## config.mk

```make
export PLATFORM = sky130hd
export DESIGN_NAME = rtia_port
export DESIGN_NICKNAME = d
export VERILOG_FILES = /design/src/rtia_pkg.sv /design/src/rtia_port.sv
export SDC_FILE = /design/constraint.sdc
export NUM_CORES = 1
export LEC_CHECK = 0
export ABC_AREA = 1
export BUFFER_PORTS_ARGS = -buffer_cell sky130_fd_sc_hd__buf_2
export CAP_MARGIN = 10
export CORE_MARGIN = 8
export CORE_UTILIZATION = 25
export CTS_CLUSTER_DIAMETER = 120
export CTS_CLUSTER_SIZE = 25
export DETAILED_ROUTE_END_ITERATION = 12
export PLACE_DENSITY = 0.45
export SYNTH_ARGS = -nofsm -noshare
export SYNTH_HDL_FRONTEND = slang
export SYNTH_SLANG_ARGS = --single-unit
```

## constraint.sdc

```tcl
create_clock -name i_ref_clk -period 3.8 [get_ports i_ref_clk]
set_input_delay 0.76 -clock i_ref_clk [delete_from_list [all_inputs] [get_ports i_ref_clk]]
set_output_delay 0.76 -clock i_ref_clk [all_outputs]
set_load 0.05 [all_outputs]
```

## src/rtia_pkg.sv

```systemverilog
// What this block does
// - Address bit 6 turns automatic reads on when one and off when zero.
// - Address bits 3 to 0 pick the internal clock register that the next access reaches.
// - Each access to a snapshot or alarm byte steps the index by one, others leave it alone.
// - The data register carries the byte written to or read from the selected register.
// - Keys 0xA5 then 0xF1 written from lock state 0x00 unlock the port, state 0x02.
// - A wrong second key sets lock state 0x03, which holds until the next reset.
// - Any key write while unlocked locks the port again.
package rtia_pkg;
	localparam logic [7:0] ADDR_LOCK = 8'h0A;
	localparam logic [7:0] ADDR_CTRL = 8'h0B;
	localparam logic [7:0] ADDR_DATA = 8'h0C;
	localparam int BIT_BUSY = 7;
	localparam int BIT_AUTO = 6;
	localparam int BIT_SHORT = 4;
	localparam logic [7:0] KEY_FIRST = 8'hA5;
	localparam logic [7:0] KEY_SECOND = 8'hF1;
	localparam logic [7:0] RESET_DATA = 8'h00;
	localparam logic [3:0] RESET_INDEX = 4'h0;
	// Snapshot and alarm index ranges
	localparam logic [3:0] SNAP_FIRST = 4'h0;
	localparam logic [3:0] SNAP_LAST = 4'h3;
	localparam logic [3:0] ALARM_FIRST = 4'h8;
	localparam logic [3:0] ALARM_LAST = 4'hA;
	localparam int READ_CYCLES = 2;
	typedef enum logic [1:0] {
		RTIA_LOCKED = 2'h0,
		RTIA_KEY1 = 2'h1,
		RTIA_OPEN = 2'h2,
		RTIA_DEAD = 2'h3
	} rtia_lock_e;
	typedef struct packed {
		logic wr;
		logic rd;
		logic [7:0] addr;
		logic [7:0] wdata;
	} rtia_req_s;
	typedef struct packed {
		logic wr;
		logic rd;
		logic [3:0] index;
		logic [7:0] wdata;
	} rtia_int_s;
endpackage

```

## src/rtia_port.sv

```systemverilog
`timescale 1ns/1ps
module rtia_port import rtia_pkg::*; #(
	parameter int READ_WAIT = READ_CYCLES
) (
	// Clock and reset
	input wire logic i_ref_clk,
	input wire logic i_nrst,
	// Host register access
	input wire rtia_req_s i_req,
	output logic [7:0] o_rdata,
	// Internal clock register side
	output rtia_int_s o_int,
	input wire logic [7:0] i_int_rdata,
	// Status
	output logic o_short_strobe
);
	// ==========================
	// Parameter check
	if (READ_WAIT < 1 || READ_WAIT > 15) begin : g_bad_wait
		$error("READ_WAIT out of range");
	end

	// ==========================
	// Reset release
	logic [1:0] rst_sync;
	wire rst_n = rst_sync[1];
	always_ff @(posedge i_ref_clk or negedge i_nrst) begin
		if (!i_nrst) begin
			rst_sync <= 2'b00;
		end else begin
			rst_sync <= {rst_sync[0], 1'b1};
		end
	end

	// ==========================
	// State
	rtia_lock_e lock;
	logic busy;
	logic auto_rd;
	logic short_en;
	logic [3:0] index;
	logic [7:0] data;
	logic [3:0] wait_cnt;

	// ==========================
	// Address decode
	wire open = (lock == RTIA_OPEN);
	wire addr_lock = (i_req.addr == ADDR_LOCK);
	wire addr_ctrl = (i_req.addr == ADDR_CTRL);
	wire addr_data = (i_req.addr == ADDR_DATA);
	wire wr_lock = i_req.wr && addr_lock;
	wire wr_ctrl = i_req.wr && addr_ctrl && open;
	// Data writes held off while busy
	wire wr_data = i_req.wr && addr_data && open && !busy;
	wire rd_data = i_req.rd && addr_data && open;

	// ==========================
	// Index classes
	// Snapshot or alarm byte
	wire idx_snap = (index >= SNAP_FIRST) && (index <= SNAP_LAST);
	wire idx_alarm = (index >= ALARM_FIRST) && (index <= ALARM_LAST);
	wire step_ok = idx_snap || idx_alarm;

	// ==========================
	// Read start and finish
	// Start from busy write
	wire start_wr = wr_ctrl && i_req.wdata[BIT_BUSY] && !busy;
	wire start_auto = rd_data && auto_rd && !busy;
	wire start = start_wr || start_auto;
	wire done = busy && (wait_cnt == 4'h1);

	// ==========================
	// Lock state machine
	rtia_lock_e next_lock;
	wire key_first_ok = wr_lock && (i_req.wdata == KEY_FIRST);
	wire key_second_ok = wr_lock && (i_req.wdata == KEY_SECOND);

	always_comb begin
		next_lock = lock;
		case (lock)
			RTIA_LOCKED: begin
				if (key_first_ok) begin
					next_lock = RTIA_KEY1;
				end
			end
			RTIA_KEY1: begin
				if (key_second_ok) begin
					next_lock = RTIA_OPEN;
				end else if (wr_lock) begin
					next_lock = RTIA_DEAD;
				end
			end
			RTIA_OPEN: begin
				if (wr_lock) begin
					next_lock = RTIA_LOCKED;
				end
			end
			RTIA_DEAD: begin
				next_lock = RTIA_DEAD;
			end
			default: begin
				next_lock = RTIA_LOCKED;
			end
		endcase
	end

	always_ff @(posedge i_ref_clk or negedge rst_n) begin
		if (!rst_n) begin
			lock <= RTIA_LOCKED;
		end else begin
			lock <= next_lock;
		end
	end

	// ==========================
	// Control fields
	// Auto read enable
	wire next_auto_rd = wr_ctrl ? i_req.wdata[BIT_AUTO] : auto_rd;
	wire next_short_en = wr_ctrl ? i_req.wdata[BIT_SHORT] : short_en;

	always_ff @(posedge i_ref_clk or negedge rst_n) begin
		if (!rst_n) begin
			auto_rd <= 1'b0;
			short_en <= 1'b0;
		end else begin
			auto_rd <= next_auto_rd;
			short_en <= next_short_en;
		end
	end

	// ==========================
	// Index select and step
	// Index load when idle
	wire index_load = wr_ctrl && !busy;
	wire [3:0] index_inc = index + 4'h1;
	wire step = (done || wr_data) && step_ok;
	wire [3:0] next_index = step ? index_inc : index_load ? i_req.wdata[3:0] : index;

	always_ff @(posedge i_ref_clk or negedge rst_n) begin
		if (!rst_n) begin
			index <= RESET_INDEX;
		end else begin
			index <= next_index;
		end
	end

	// ==========================
	// Read engine
	// Busy held during read
	wire next_busy = start ? 1'b1 : (busy && !done);
	wire [3:0] wait_dec = busy ? (wait_cnt - 4'h1) : wait_cnt;
	wire [3:0] next_wait_cnt = start ? 4'(READ_WAIT) : wait_dec;

	always_ff @(posedge i_ref_clk or negedge rst_n) begin
		if (!rst_n) begin
			busy <= 1'b0;
			wait_cnt <= 4'h0;
		end else begin
			busy <= next_busy;
			wait_cnt <= next_wait_cnt;
		end
	end

	// ==========================
	// Data register
	// Read result or host byte
	wire [7:0] next_data = done ? i_int_rdata : wr_data ? i_req.wdata : data;

	always_ff @(posedge i_ref_clk or negedge rst_n) begin
		if (!rst_n) begin
			data <= RESET_DATA;
		end else begin
			data <= next_data;
		end
	end

	// ==========================
	// Read back
	wire [7:0] lock_rd = {6'h00, lock};
	wire [7:0] ctrl_rd = {busy, auto_rd, 1'b0, short_en, index};
	wire [7:0] data_rd = data;

	always_comb begin
		o_rdata = 8'h00;
		case (i_req.addr)
			ADDR_LOCK: begin
				o_rdata = lock_rd;
			end
			ADDR_CTRL: begin
				o_rdata = open ? ctrl_rd : 8'h00;
			end
			ADDR_DATA: begin
				o_rdata = open ? data_rd : 8'h00;
			end
			default: begin
				o_rdata = 8'h00;
			end
		endcase
	end

	// ==========================
	// Internal register side
	// Data write forwarded
	assign o_int.wr = wr_data;
	assign o_int.rd = done;
	assign o_int.index = index;
	assign o_int.wdata = i_req.wdata;

	// ==========================
	// Status
	assign o_short_strobe = short_en;
endmodule

```

==> metrics.md <==
| Metric | Value |
|---|---|
| Total Nets Final | `278` |
| ANT cells | `0` |
| # IOs | `51` |
| Crit. End Element | `output pin` |
| Drt total wl | `4.25 mm` |
| Grt ovf | `0` |
| CP arrival | `2.03 ns` |
| Total power | `0.714 mW` |
| Share of layout cells above drive strength 1 | `0.322` |
| TNS Setup | `0 ns` |
| Cts hold-fix bufs | `0` |
| Die Width | `95.4 um` |
| Pins Over Slew Limit | `0` |
| Status | `complete, no violations` |
| Die area | `0.00910 mm2` |
| Wire per inst | `13.2 um` |
| Worst Tran Pin Value | `0.895 ns` |
| Hold_ws | `0.264 ns` |
| Synth Cell Area | `0.00158 mm2` |
| DRC | `0` |
| Primary FF master, synth | `dfrtp_1` |
| Sequential cell area fraction in the yosys report | `0.365` |
| Final Hold Violating Endpoints | `0` |
| Minimum clock period | `2.79 ns` |
| Overall Global Routing Usage | `0.0977` |
| Final Wtd Congestion | `0.744` |
| # H-tree levels | `1` |
| CP startpoint kind | `primary input` |
| CP required | `3.04 ns` |
| Switch share | `0.400` |
| Clk_lat worst skew | `0.27 ns` |
| Psw | `0.286 mW` |
| Cell Pwr Density | `383 mW/mm2` |
| TritonCTS clock tree | `done` |
| Post-synth EDFFs | `0` |
| Mapped Avg Cell Area | `7.73 um2` |
| Placement Rows | `29` |
| Die H | `95.4 um` |
| Synth Register Bits | `23` |
| WS Path Type | `in -> out` |
| RSZ-0062 raised after global routing | `false` |
| DP Worst Slack | `0.978 ns` |
| Initial antenna violation count | `0` |
| Setup Buffers After CTS | `0` |
| Int Power | `0.428 mW` |
| Via count | `1394` |
| Final setup vio count | `0` |
| Comb power frac | `0.332` |
| DR vias/cell | `4.33` |
| Post-CTS sizing | `0` |
| 1st-iter DRT viols | `71` |
| Clk_skew | `0.00895 ns` |
| Final worst-path cycle share | `0.736` |
| Setup ws final | `1.01 ns` |
| Largest net degree at the start of global routing | `22` |
| First-pass GRT wire length | `6.92 mm` |
| Sequential share of power | `0.447` |
| Async set-or-reset flop fraction in the synthesized netlist | `1.00` |
| Hold WC Path Type | `in -> async` |
| Worst VDD drop | `0.000174 V` |
| Share of the synthesized area in the top cell type | `0.365` |
| Fmax | `0.358 GHz` |
| DP HPWL | `3.38 mm` |
| Core Area | `0.00624 mm2` |
| Largest cells by area after synthesis | `dfrtp_1, nand2_1, nand3_1, nor2_1, inv_1` |
| Ys Warns | `0` |
| Post-synth top area cell | `dfrtp_1` |
| DR pass1 iterations | `4` |
| Clk buf depth | `2` |
| Leakage power | `0.999 nW` |
| Initial Utilization | `0.253` |
| CTS Root Cell | `clkbuf_8` |
| Area Overhead vs Synth | `18.2%` |
| Max Cap Violations | `0` |
| Post-route ant nets | `0` |
| Syn Nets | `236` |
| Vias in the first global route | `1414` |
| Unique cell type count in the Yosys netlist | `32` |
| TritonCTS Sinks | `23` |
| Clock Power Share | `0.221` |
| Slew margin rel. | `0.403` |
| Post-Synthesis Cells | `204` |
| Clk pin slew, worst setup/hold paths | `0.08 ns` |
| CTS Buf Count | `3` |
| I/O Buffers | `50` |
| Crit-path max FO | `9` |
[per-stage QoR]
step           utilization  area, um2  cells
3_5_place_dp         0.291       1820    318
2_1_floorplan            -       1580    204
6_report             0.299       1860    322
3_3_place_gp         0.291       1820    318
5_1_grt              0.299       1860    322
4_1_cts              0.299       1860    322
[metal layers]
layer,track usage,up-vias,routed length [um]
met5,0,-,0
met4,0.0154,0,19
met3,0.0244,2,166
met2,0.160,29,2080
met1,0.129,642,1980
li1,-,721,-
[Yosys cell counts (2+ instances only)]
master	n
o21ai_0	4
nor2_1	28
nor2_2	3
inv_1	23
o22ai_1	5
nand2_8	2
nor3_1	2
xor2_1	2
nor2_4	4
nand4_1	3
nand2_1	37
nand3_1	22
buf_2	2
nor3_2	3
nand2_2	4
o21ai_1	3
dfrtp_1	23
buf_4	10
ha_1	4
o31ai_1	3
inv_2	6
[registers in the layout, summed over array words and instances, names as in the netlist]
register        cells
data                8
index               4
wait_cnt            4
lock                2
rst_sync            2
auto_rd             1
busy                1
o_short_strobe      1
[power by group through the flow]
stage / clock [mW] / combinational, mW / sequential (mW)
2_1_floorplan: 0 / 0.164 / 0.342
5_1_grt: 0.173 / 0.273 / 0.327
4_1_cts: 0.164 / 0.240 / 0.321
3_5_place_dp: 0 / 0.239 / 0.325
3_3_place_gp: 0 / 0.238 / 0.325
6_report: 0.157 / 0.237 / 0.319
[critical path: stages]
cell and delay [ns]:
buf_2 0.11, nor2_4 0.13, nand2_4 0.09, nor2_4 0.24, inv_2 0.09, o31ai_1 0.28
buf_2 0.33
[final cells by class]
class | count | area, um2
Inverter | 29 | 109
Sequential cell | 23 | 576
Tap cell | 77 | 96.3
Fill cell | 723 | 4380
Multi-Input combinational cell | 139 | 787
Clock buffer | 4 | 45.0
Timing Repair Buffer | 50 | 250
[path summary, 6_finish.rpt]
kind                       slack [ns]  cells past startpoint     endpoint   startpoint
max in group asynchronous        2.88                      0      data[5]  rst_sync[1]
min in group i_ref_clk           0.35                      0  rst_sync[1]  rst_sync[0]
max                              1.01                      7   o_rdata[3]    i_req[15]
min reg2reg                      0.35                      0  rst_sync[1]  rst_sync[0]
min                              0.26                      1  rst_sync[0]       i_nrst
max reg2reg                      2.23                      9     index[0]  wait_cnt[1]
[placed cells by master (no fill, tap or decap), types with 3 or more instances in the layout]
| cell | instances |
|---|---|
| nor2_2 | 3 |
| buf_2 | 50 |
| nor2_1 | 28 |
| o31ai_1 | 3 |
| nor2_4 | 4 |
| o22ai_1 | 5 |
| nand3_1 | 22 |
| inv_2 | 6 |
| nand4_1 | 3 |
| inv_1 | 23 |
| nor3_2 | 3 |
| clkbuf_8 | 3 |
| o21ai_1 | 3 |
| ha_1 | 4 |
| o21ai_0 | 4 |
| nand2_2 | 4 |
| nand2_1 | 37 |
| dfrtp_1 | 23 |
[logic make-up after synthesis]
| group | after synthesis | share of synthesized area |
|---|---|---|
| simple gates | 112 | 0.375 |
| other cells | 1 | 0.00238 |
| buf+inv | 42 | 0.136 |
| fa+ha+maj | 4 | 0.0317 |
| flops | 23 | 0.365 |
| compound gates | 19 | 0.0738 |
| xor+xnor | 3 | 0.0167 |
Note: power is estimated with default switching activity, not from simulation.
